<file path="src/qcr_pkg.sv">
// constants shared by the quadrature counter channel
// assumes one 250 MHz clock and a synchronous active-low reset
`default_nettype none

package qcr_pkg;
    // ==========================================================
    // register offsets (byte addresses, one word each)
    localparam logic [7:0] OFF_CTRL = 8'h00;
    localparam logic [7:0] OFF_COUNT = 8'h04;
    localparam logic [7:0] OFF_MULT = 8'h08;
    localparam logic [7:0] OFF_OFFSET = 8'h0c;
    localparam logic [7:0] OFF_ANGLE_LO = 8'h10;
    localparam logic [7:0] OFF_ANGLE_HI = 8'h14;
    localparam logic [7:0] OFF_STATUS = 8'h18;

    // ==========================================================
    // control fields
    localparam int CTRL_PREC_LSB = 0;
    localparam int CTRL_RSTEN_BIT = 2;
    localparam int CTRL_INV_BIT = 3;
    localparam int CTRL_RES18_BIT = 4;
    localparam logic [31:0] CTRL_MASK = 32'h0000_001f;

    // precision codes; the unused code behaves as quad
    localparam logic [1:0] PREC_SINGLE = 2'h0;
    localparam logic [1:0] PREC_DOUBLE = 2'h1;
    localparam logic [1:0] PREC_QUAD = 2'h2;

    // ==========================================================
    // status fields
    localparam int ST_PHA_BIT = 0;
    localparam int ST_PHB_BIT = 1;
    localparam int ST_REF_BIT = 2;
    localparam int ST_HOLD_BIT = 3;
    localparam int ST_SKIP_BIT = 4;

    // ==========================================================
    // reset values; multiplier in micro-degrees per count
    localparam logic [31:0] CTRL_RESET = 32'h0000_0004;
    localparam logic [31:0] MULT_RESET = 32'h0001_5753;
    localparam logic [31:0] OFFSET_RESET = 32'h0000_0000;

    // AHB and synchroniser constants
    localparam logic [2:0] HSIZE_WORD = 3'h2;
    localparam int SYNC_STAGES = 2;
endpackage : qcr_pkg

`default_nettype wire

</file>
<file path="src/qcr_counter.sv">
// quadrature counter channel with AHB-Lite register slave
// assumes a single AHB-Lite master; encoder lines arrive unsynchronised
//
// The AHB-Lite interface to the registers and the address map were decided locally.
`default_nettype none
`timescale 1ns/1ps

// Notes on behaviour
// - single precision counts on phase A rise
// - double precision counts both phase A edges
// - quad precision counts every A and B edge
// - precision defaults to single after reset
// - direction from four combined phase states
// - reset input clears counter on each pulse
// - non-inverted reset: high level zeroes count
// - count only while reset low; hold while high
// - angle equals count times multiplier plus offset
// - counting only with 18-bit recorder resolution set
module qcr_counter import qcr_pkg::*; (
    input wire logic clock,
    input wire logic rst_n,
    input wire logic hsel,
    input wire logic [31:0] haddr,
    input wire logic [1:0] htrans,
    input wire logic hwrite,
    input wire logic [2:0] hsize,
    input wire logic [31:0] hwdata,
    input wire logic hready,
    output logic hreadyout,
    output logic hresp,
    output logic [31:0] hrdata,
    input wire logic phaseAInput,
    input wire logic phaseBInput,
    input wire logic refInput
);
    // ==========================================================
    // state
    typedef struct packed {
        logic [31:0] ctrl;
        logic [31:0] count;
        logic [31:0] mult;
        logic [31:0] offset;
        logic [31:0] hrdata;
        logic [7:0] addr;
        logic wrPend;
        logic rdPend;
        logic [1:0] prevAB;
        logic primed;
        logic skipErr;
    } qcr_state_t;

    localparam qcr_state_t ST_RESET = '{
        ctrl: CTRL_RESET,
        count: 32'h0,
        mult: MULT_RESET,
        offset: OFFSET_RESET,
        hrdata: 32'h0,
        addr: 8'h0,
        wrPend: 1'b0,
        rdPend: 1'b0,
        prevAB: 2'h0,
        primed: 1'b0,
        skipErr: 1'b0
    };

    qcr_state_t st_q;
    qcr_state_t st_d;

    logic [2:0] syncIn;
    logic signed [63:0] angle;
    logic aNew;
    logic bNew;
    logic refNew;
    logic aChg;
    logic bChg;
    logic upDir;
    logic step;
    logic holdZero;
    logic res18;
    logic counting;
    logic accept;
    logic [1:0] prec;
    logic [31:0] rdWord;

    // ==========================================================
    // input synchroniser and angle scaler
    qcr_sync #(
        .W(3)
    ) u_sync (
        .clock(clock),
        .rst_n(rst_n),
        .din({refInput, phaseBInput, phaseAInput}),
        .dout(syncIn)
    );

    qcr_scale u_scale (
        .clock(clock),
        .rst_n(rst_n),
        .count(st_q.count),
        .mult(st_q.mult),
        .offset(st_q.offset),
        .angle(angle)
    );

    // ==========================================================
    // decode of the synchronised phases
    always_comb begin
        aNew = syncIn[0];
        bNew = syncIn[1];
        refNew = syncIn[2];
        prec = st_q.ctrl[CTRL_PREC_LSB +: 2];
        res18 = st_q.ctrl[CTRL_RES18_BIT];
        // primed stops a spurious edge against the reset value of prevAB
        aChg = st_q.primed && (aNew != st_q.prevAB[0]);
        bChg = st_q.primed && (bNew != st_q.prevAB[1]);
        // gray walk 00-10-11-01 is A leading; new A vs old B gives the sense
        upDir = aNew ^ st_q.prevAB[1];
        // code 3 is undefined and falls to the quad arm
        case (prec)
            PREC_SINGLE: step = aChg && aNew && !bChg;
            PREC_DOUBLE: step = aChg && !bChg;
            default: step = aChg ^ bChg;
        endcase
        holdZero = st_q.ctrl[CTRL_RSTEN_BIT] && (refNew ^ st_q.ctrl[CTRL_INV_BIT]);
        counting = res18 && !holdZero;
    end

    // ==========================================================
    // bus address phase and read data
    // angle halves are not latched together; software must read them
    // while count, multiplier and offset stand still
    assign accept = hsel && hready && htrans[1];

    always_comb begin
        case (st_q.addr)
            OFF_CTRL: rdWord = st_q.ctrl;
            OFF_COUNT: rdWord = st_q.count;
            OFF_MULT: rdWord = st_q.mult;
            OFF_OFFSET: rdWord = st_q.offset;
            OFF_ANGLE_LO: rdWord = angle[31:0];
            OFF_ANGLE_HI: rdWord = angle[63:32];
            OFF_STATUS: begin
                rdWord = 32'h0;
                rdWord[ST_PHA_BIT] = aNew;
                rdWord[ST_PHB_BIT] = bNew;
                rdWord[ST_REF_BIT] = refNew;
                rdWord[ST_HOLD_BIT] = holdZero;
                rdWord[ST_SKIP_BIT] = st_q.skipErr;
            end
            default: rdWord = 32'h0;
        endcase
    end

    // ==========================================================
    // next state
    always_comb begin
        st_d = st_q;
        st_d.prevAB = {bNew, aNew};
        st_d.primed = 1'b1;

        if (!res18) begin
            st_d.count = st_q.count;
        end else if (holdZero) begin
            st_d.count = 32'h0;
        end else if (step) begin
            st_d.count = upDir ? st_q.count + 32'h1 : st_q.count - 32'h1;
        end

        // register writes land at the end of the data phase
        if (st_q.wrPend) begin
            case (st_q.addr)
                OFF_CTRL: st_d.ctrl = hwdata & CTRL_MASK;
                OFF_MULT: st_d.mult = hwdata;
                OFF_OFFSET: st_d.offset = hwdata;
                OFF_STATUS: begin
                    if (hwdata[ST_SKIP_BIT]) begin
                        st_d.skipErr = 1'b0;
                    end
                end
                default: st_d.skipErr = st_q.skipErr;
            endcase
        end
        // both phases moving in one cycle is lost; set beats a clear
        if (aChg && bChg && res18) begin
            st_d.skipErr = 1'b1;
        end

        // reads take one wait state so read data always come from a flop
        if (st_q.rdPend) begin
            st_d.hrdata = rdWord;
        end
        st_d.wrPend = accept && hwrite && (hsize == HSIZE_WORD);
        st_d.rdPend = accept && !hwrite;
        if (accept) begin
            st_d.addr = haddr[7:0];
        end
    end

    always_ff @(posedge clock) begin
        if (!rst_n) begin
            st_q <= ST_RESET;
        end else begin
            st_q <= st_d;
        end
    end

    assign hreadyout = !st_q.rdPend;
    assign hresp = 1'b0;
    assign hrdata = st_q.hrdata;

    // ==========================================================
    // checks
    chk_single_rise_only: assert property (@(posedge clock) disable iff (!rst_n)
        (counting && prec == PREC_SINGLE && !(aChg && aNew))
            |=> (st_q.count == $past(st_q.count)))
        else $error("single precision counted without a phase A rise");

    chk_double_both_edges: assert property (@(posedge clock) disable iff (!rst_n)
        (counting && prec == PREC_DOUBLE && aChg && !bChg)
            |=> (st_q.count != $past(st_q.count)))
        else $error("double precision missed a phase A edge");

    chk_quad_b_edge: assert property (@(posedge clock) disable iff (!rst_n)
        (counting && prec == PREC_QUAD && bChg && !aChg)
            |=> (st_q.count != $past(st_q.count)))
        else $error("quad precision missed a phase B edge");

    chk_default_single: assert property (@(posedge clock) disable iff (!rst_n)
        $rose(rst_n) |-> (st_q.ctrl[CTRL_PREC_LSB +: 2] == PREC_SINGLE && st_q.count == 32'h0))
        else $error("precision not single after reset");

    chk_up_when_leading: assert property (@(posedge clock) disable iff (!rst_n)
        (counting && prec == PREC_QUAD && aChg && !bChg && aNew != st_q.prevAB[1])
            |=> (st_q.count == $past(st_q.count) + 32'h1))
        else $error("phase A leading did not count up");

    chk_hold_cleared: assert property (@(posedge clock) disable iff (!rst_n)
        (res18 && holdZero) [*2] |=> (st_q.count == 32'h0) && $stable(st_q.count))
        else $error("count not held at zero while reset active");

    chk_res18_gate: assert property (@(posedge clock) disable iff (!rst_n)
        !res18 |=> $stable(st_q.count))
        else $error("counter moved without 18-bit resolution");

    chk_read_wait: assert property (@(posedge clock) disable iff (!rst_n)
        (accept && !hwrite) |=> !hreadyout ##1 (hreadyout && hrdata == $past(rdWord)))
        else $error("read did not complete after one wait state");

    // ==========================================================
    // checks on counting, direction, clearing, skips and bus writes

    chk_single_rise_counts: assert property (@(posedge clock) disable iff (!rst_n)
        (counting && prec == PREC_SINGLE && aChg && aNew && !bChg)
            |=> (st_q.count != $past(st_q.count)))
        else $error("single precision missed a phase A rise");

    chk_double_b_ignored: assert property (@(posedge clock) disable iff (!rst_n)
        (counting && prec == PREC_DOUBLE && bChg && !aChg)
            |=> (st_q.count == $past(st_q.count)))
        else $error("double precision counted a phase B edge");

    chk_quad_a_edge: assert property (@(posedge clock) disable iff (!rst_n)
        (counting && prec[1] && aChg && !bChg)
            |=> (st_q.count != $past(st_q.count)))
        else $error("quad precision missed a phase A edge");

    chk_down_when_lagging: assert property (@(posedge clock) disable iff (!rst_n)
        (counting && prec == PREC_QUAD && aChg && !bChg && aNew == st_q.prevAB[1])
            |=> (st_q.count == $past(st_q.count) - 32'h1))
        else $error("phase A lagging did not count down");

    chk_pulse_clears: assert property (@(posedge clock) disable iff (!rst_n)
        (res18 && holdZero) |=> (st_q.count == 32'h0))
        else $error("reset input did not clear the count");

    chk_inverted_hold: assert property (@(posedge clock) disable iff (!rst_n)
        (res18 && st_q.ctrl[CTRL_RSTEN_BIT] && st_q.ctrl[CTRL_INV_BIT] && !refNew)
            |=> (st_q.count == 32'h0))
        else $error("inverted reset level did not clear the count");

    chk_hold_released: assert property (@(posedge clock) disable iff (!rst_n)
        (res18 && !holdZero && step) |=> (st_q.count != $past(st_q.count)))
        else $error("count did not resume after reset released");

    chk_both_lines_lost: assert property (@(posedge clock) disable iff (!rst_n)
        (counting && aChg && bChg) |=> (st_q.count == $past(st_q.count)))
        else $error("simultaneous phase change was counted");

    chk_skip_set_wins: assert property (@(posedge clock) disable iff (!rst_n)
        (res18 && aChg && bChg) |=> st_q.skipErr)
        else $error("skip error not flagged on a double phase change");

    chk_ctrl_write_lands: assert property (@(posedge clock) disable iff (!rst_n)
        (st_q.wrPend && st_q.addr == OFF_CTRL)
            |=> (st_q.ctrl == $past(hwdata & CTRL_MASK)))
        else $error("control write did not land");

    chk_write_no_wait: assert property (@(posedge clock) disable iff (!rst_n)
        (accept && hwrite) |=> hreadyout)
        else $error("write data phase was stretched");
endmodule : qcr_counter

`default_nettype wire

</file>
<file path="src/qcr_sync.sv">
// two-flop synchroniser for a vector of level inputs
// assumes inputs asynchronous to clock, each bit independent
`default_nettype none
`timescale 1ns/1ps

module qcr_sync import qcr_pkg::*; #(
    parameter int W = 3
) (
    input wire logic clock,
    input wire logic rst_n,
    input wire logic [W-1:0] din,
    output logic [W-1:0] dout
);
    typedef struct packed {
        logic [W-1:0] meta;
        logic [W-1:0] stable;
    } qcr_sync_state_t;

    qcr_sync_state_t st_q;
    qcr_sync_state_t st_d;

    always_comb begin
        st_d.meta = din;
        st_d.stable = st_q.meta;
    end

    always_ff @(posedge clock) begin
        if (!rst_n) begin
            st_q <= '0;
        end else begin
            st_q <= st_d;
        end
    end

    assign dout = st_q.stable;

    // ==========================================================
    // checks
    chk_sync_delay: assert property (@(posedge clock) disable iff (!rst_n)
        ($past(rst_n) && $past(rst_n, 2)) |-> (dout == $past(din, SYNC_STAGES)))
        else $error("synchroniser latency is not two cycles");
endmodule : qcr_sync

`default_nettype wire

</file>
<file path="src/qcr_scale.sv">
// angle scaling: count times multiplier plus offset, two-cycle pipeline
// assumes operands change at most once per cycle; result is 64-bit signed
`default_nettype none
`timescale 1ns/1ps

module qcr_scale import qcr_pkg::*; (
    input wire logic clock,
    input wire logic rst_n,
    input wire logic signed [31:0] count,
    input wire logic signed [31:0] mult,
    input wire logic signed [31:0] offset,
    output logic signed [63:0] angle
);
    typedef struct packed {
        logic signed [63:0] prod;
        logic signed [31:0] off;
        logic signed [63:0] angle;
    } qcr_scale_state_t;

    qcr_scale_state_t st_q;
    qcr_scale_state_t st_d;
    logic signed [63:0] angleRef;

    // pipelined so the multiplier does not sit in one 4 ns path with the add
    always_comb begin
        st_d.prod = 64'(count) * 64'(mult);
        st_d.off = offset;
        st_d.angle = $signed(st_q.prod) + 64'($signed(st_q.off));
    end

    always_ff @(posedge clock) begin
        if (!rst_n) begin
            st_q <= '0;
        end else begin
            st_q <= st_d;
        end
    end

    assign angle = st_q.angle;
    assign angleRef = 64'(count) * 64'(mult) + 64'(offset);

    // ==========================================================
    // checks
    chk_scale_angle: assert property (@(posedge clock) disable iff (!rst_n)
        ($past(rst_n) && $past(rst_n, 2)) |-> (angle == $past(angleRef, 2)))
        else $error("angle is not count times multiplier plus offset");
endmodule : qcr_scale

`default_nettype wire

</file>
<file path="config.mk">
export PLATFORM = sky130hd
export DESIGN_NAME = qcr_counter
export DESIGN_NICKNAME = d
export VERILOG_FILES = /design/src/qcr_pkg.sv /design/src/qcr_counter.sv /design/src/qcr_sync.sv /design/src/qcr_scale.sv
export SDC_FILE = /design/constraint.sdc
export NUM_CORES = 2
export LEC_CHECK = 0
export BUFFER_PORTS_ARGS = -buffer_cell sky130_fd_sc_hd__buf_2
export CORE_AREA = 4 4 423 425
export CTS_BUF_LIST = sky130_fd_sc_hd__clkbuf_4 sky130_fd_sc_hd__clkbuf_8
export DETAILED_ROUTE_END_ITERATION = 6
export DIE_AREA = 0 0 427 429
export GPL_ROUTABILITY_DRIVEN = 0
export PLACE_DENSITY = 0.49
export REMOVE_ABC_BUFFERS = 1
export SLEW_MARGIN = 5
export SYNTH_ARGS = -nofsm -noshare
export SYNTH_HDL_FRONTEND = slang
export SYNTH_SLANG_ARGS = --single-unit
</file>
<file path="constraint.sdc">
create_clock -name clock -period 26 [get_ports clock]
set_input_delay 5.2 -clock clock [delete_from_list [all_inputs] [get_ports clock]]
set_output_delay 5.2 -clock clock [all_outputs]
set_load 0.05 [all_outputs]
</file>
# Yosys cells after proc, flatten, opt, wreduce, memory -nomap -nowiden
# Cells that the tools add are included.
[totals]
elab_cells = 70
ff_bits = 313
[classes]
reduce_logical = 27
multipliers = 1
bitwise = 3
n_eq_ne = 10
muxes = 10
n_addsub = 3
[ops]
columns = ["cell", "n"]
rows = [
  ["32-bit one-hot mux with 7 select lines", 1],
  ["32-bit 2-to-1 mux", 3],
  ["64-bit by 32-bit adder with 64-bit output", 1],
  ["32-bit by 32-bit multiplier with 64-bit output", 1],
  ["32-bit by 1-bit adder with 32-bit output, second input constant", 1],
  ["32-bit by 1-bit subtractor with 32-bit output, second input constant", 1],
  ["8-bit by 5-bit == test with 1-bit output, second input constant", 3],
  ["8-bit by 4-bit == test with 1-bit output, second input constant", 2],
  ["1-bit logical AND", 13],
  ["8-bit by 3-bit == test with 1-bit output, second input constant", 1],
  ["8-bit zero test", 1],
  ["2-bit AND reduction", 4],
  ["2-bit nonzero test", 4],
  ["1-bit 2-to-1 mux", 4],
  ["3-bit by 2-bit == test with 1-bit output, second input constant", 1],
  ["1-bit zero test", 3],
  ["3-bit AND reduction", 1],
  ["1-bit XOR", 3],
  ["2-bit by 1-bit == test with 1-bit output, second input constant", 1],
  ["2-bit zero test", 1],
  ["2-bit 2-to-1 mux", 1],
  ["1-bit inequality test", 2],
  ["1-bit one-hot mux with 2 select lines", 1],
]

# Logic depth before layout (Yosys ltp)
[logic_depth]
ltp_word = 7
mapped_depth = 32
mapped_depth_nobuf = 29

# Modules after synthesis
# Synthesis repeated with hierarchy kept, for this count alone.
[unflattened]
cells_unflattened = 5897
hier_area_um2 = 52764.4
[by_module_without_submodules]
columns = ["module", "cells_per_inst", "area_per_inst_um2", "instances"]
rows = [
  ["qcr_scale", 4771, 44072.3, 1],
  ["qcr_counter", 1114, 8534.4, 1],
  ["qcr_sync", 12, 157.7, 1],
]

# Worst setup path after synthesis
# Ideal clock, no wire load.
[synth_path]
kind = "flip-flop to flip-flop"
startpoint = "register st_q[141] in the netlist's numbering"
endpoint = "register u_scale.st_q[159] in the netlist's numbering"
t_arrival_ps = 8143
slack_ps = 17778
stages_incl_launch_ff = 28
n_path_buf = 3
cell_sequence = "dfxtp_1 > clkbuf_1 > clkbuf_1 > nand2_1 > inv_1 > fa_1 > inv_1 > fa_1 > fa_1 > inv_1 > fa_1 > inv_1 > fa_1 > inv_1 > fa_1 > inv_1 > fa_1 > fa_1 > inv_1 > ha_1 > clkbuf_1 > a21o_1 > o41a_1 > a21o_1 > a21o_1 > a21oi_1 > or4b_2 > o211ai_1"
[synth_via]
elab_chain_cells = 1
[synth_lines]
columns = ["element", "line_no", "source"]
rows = [
  ["start, declared", "qcr_counter.sv:66", "qcr_state_t st_q;"],
  ["start signal, assigned", "qcr_counter.sv:203", "st_q <= st_d;"],
  ["32-bit by 32-bit multiplier with 64-bit output", "-", ""],
  ["end signal, assigned", "qcr_scale.sv:35", "st_q <= st_d;"],
  ["end, declared", "qcr_scale.sv:20", "qcr_scale_state_t st_q;"],
]
# No other way between the ends.
# A chain may end at the register's enable or synchronous reset.

# Worst setup path after layout
[layout_path]
startpoint = "register st_q[83] in the netlist's numbering"
endpoint = "register u_scale.st_q[159] in the netlist's numbering"
# The elaborated chain is that of the path after synthesis.

==> results_dict.tcl <==
set metrics [dict create \
    drcViolationCount 0 \
    cts_setup_buffers 0 \
    clk_latency_ns 0.74 \
    layout_commonest_cell "fa_1" \
    route.detailed.wl_per_inst_um 19.7 \
    worstMarginPinSlew_ns 1.06 \
    areaGrowthSynthToFinish_pct 7.57 \
    max-cap-violations 0 \
    grt_pass1_wl_mm 254 \
    synth-seq-cells 313 \
    synth_edf_count 0 \
    final.setup.tns_ns 0 \
    placeableCoreArea_um2 175000 \
    routed_via_density 4.78 \
    hold_buffers 0 \
    h-tree-depth 2 \
    fin_total_pwr_mw 1.11 \
    drtIter0Drc 2141 \
    period_share_pct 35.3 \
    clockBufferDepth 3 \
    start_kind "flip-flop" \
    grt_max_degree 108 \
    grt_util_all_layers_pct 17.8 \
    numCtsBuffers 57 \
    start_util_pct 29.9 \
    relSlewSlack_pct 29.1 \
    ys_seq_area_share_pct 12.0 \
    yosysWarnings 0 \
    drv_slew 0 \
    worst_setup_path_end_kind "flip-flop" \
    syn_inst 5854 \
    dieArea_um2 183000 \
    die_w_um 427 \
    cts_tree "yes" \
    grt_pass1_vias 42600 \
    dominantRegCellSynth "dfxtp_1" \
    crit_required_ns 26.66 \
    layout.nets 7167 \
    overflow 0 \
    cp.arrival_ns 9.82 \
    final_layout_size_suffix_gt1_share_pct 5.79 \
    yosys.area.top_type "fa_1" \
    clk_pin_slew_worst_paths_ns 0.06 \
    p_per_area_nw_per_um2 19.7 \
    firstDrtPassIters 6 \
    ios 111 \
    routed_wl_mm 160 \
    final_cell_mix "fa_1, inv_1, nand2_1" \
    hold_ws_ns 0.437 \
    die_y_um 429 \
    ir_drop_v 0.0000328 \
    synthesis.area_um2 52300 \
    numClockSinks 313 \
    synth_area_per_cell_um2 8.94 \
    antenna_found_initial 5 \
    rows 154 \
    hold_violations 0 \
    fin_skew_ns 0.0603 \
    hpwlAfterDp_mm 124 \
    critPathKind "flip-flop to flip-flop" \
    power.leakage_nw 26.8 \
    max_freq_mhz 109 \
    period_needed_ns 9.17 \
    setup_viol 0 \
    clockRootBuffer "clkbuf_8" \
    netlist_top_cells_area "fa_1, dfxtp_1, inv_1" \
    ant_nets 0 \
    cts-resized-gates 0 \
    synth_top_area_share_pct 41.5 \
    status "finished, final reports clean" \
    rsz0062_at_grt "no" \
    cp_max_fo 25 \
    synth.distinct_cells 81 \
    ys_async_sr_fraction_pct 0 \
    vias 38800 \
    hold_class "flip-flop to flip-flop" \
    io_buffers 84 \
]
==> area by class of cell <==
cell class	instances	area, um^2
fillers	18500	119000
multi-input cells	4158	40800
flip-flops and latches	313	6270
inverters	1028	3870
well taps	2340	2930
repair buffers	170	1070
clock buffers	82	1070
clock inverters	22	320
diodes	4	10.0
==> kinds of logic after synthesis <==
| logic type | share of synthesized area, % |
|---|---|
| AND/OR/NAND/NOR | 17.6 |
| multiplexers | 1.56 |
| AO/OA/AOI/OAI | 8.31 |
| adder cells (fa/ha/maj) | 48.1 |
| other | 0.00716 |
| buffers and inverters | 10.2 |
| XOR/XNOR | 2.31 |
| flip-flops | 12.0 |
==> synthesized netlist by cell type (all sizes together), types with 5 or more instances <==
| cell | n |
|---|---|
| o22ai | 6 |
| a21o | 84 |
| or3 | 12 |
| fa | 1084 |
| o21bai | 30 |
| nor4 | 10 |
| o211ai | 12 |
| clkbuf | 311 |
| xnor2 | 85 |
| a211oi | 26 |
| and4 | 6 |
| mux2 | 27 |
| nand2 | 755 |
| nand3b | 7 |
| a31oi | 18 |
| a41oi | 8 |
| nor3b | 9 |
| o31ai | 8 |
| buf | 44 |
| a32oi | 5 |
| o21ai | 92 |
| a21oi | 260 |
| a21boi | 6 |
| nand4 | 29 |
| a2111oi | 5 |
| nand2b | 33 |
| o2111ai | 5 |
| nor3 | 34 |
| ha | 278 |
| and3 | 26 |
| and2 | 577 |
| xor2 | 53 |
| nand3 | 68 |
| o311ai | 5 |
| a22oi | 13 |
| mux2i | 51 |
| nor2 | 311 |
| dfxtp | 313 |
| inv | 1027 |
| or2 | 6 |
| o21a | 18 |
| a221oi | 38 |
| nor2b | 12 |
==> sequential cells by signal (all words and copies together), names as in the netlist <==
register and cells:
res18 1, st_q 112, u_sync.dout 3, u_sync.st_d 3, prec 2, hrdata 32, u_scale.st_q 96, u_scale.angle 64
==> metrics by stage <==
stage               std cells  setup WS [ns]  util (%)  area (um^2)
floorplan                5499          16.62         -        50900
global placement         8009          16.78      31.3        54900
detailed placement       8009          16.72      31.3        54900
CTS                      8113          16.76      32.1        56300
global route             8115          16.36      32.1        56300
finish                   8117          16.83      32.1        56300
==> report_power, final <==
group	switching [mW]	internal, mW	total (mW)
registers	0.00106	0.481	0.482
logic	0.0369	0.0155	0.0524
clock network	0.245	0.328	0.573
==> metal layers <==
| layer | up-vias | track usage (%) | routed length (um) |
|---|---|---|---|
| met5 | - | 0 | 0 |
| li1 | 17600 | - | - |
| met4 | 0 | 6.12 | 6460 |
| met1 | 20100 | 23.1 | 69400 |
| met2 | 804 | 31.2 | 78900 |
| met3 | 226 | 1.53 | 5460 |
==> worst max-delay path: stages, from the launching register on <==
cell and delay [ns]:
dfxtp_1 0.71, buf_4 0.42, nand2_1 0.19, inv_1 0.13, fa_1 0.39, inv_1 0.24, fa_1 0.55, fa_1 0.57
inv_1 0.07, fa_1 0.96, inv_1 0.36, fa_1 0.56, inv_1 0.05, fa_1 0.53, inv_1 0.05, fa_1 0.40
fa_1 0.55, inv_1 0.04, ha_1 0.38, a21o_1 0.23, o41a_1 0.35, a21o_1 0.19, a21o_1 0.18, a21oi_1 0.21
or4b_2 0.60, o211ai_1 0.17
==> path summary, 6_finish.rpt <==
path              slack, ns                end  depth (start not counted)           start
setup / recovery      16.83  u_scale.st_q[159]                         25        st_q[83]
hold / removal         0.44     u_sync.dout[1]                          1  u_sync.st_d[1]
setup reg to reg      16.83  u_scale.st_q[159]                         25        st_q[83]
hold reg to reg        0.44     u_sync.dout[1]                          1  u_sync.st_d[1]
No activity file was read; power rests on OpenSTA's default activity.
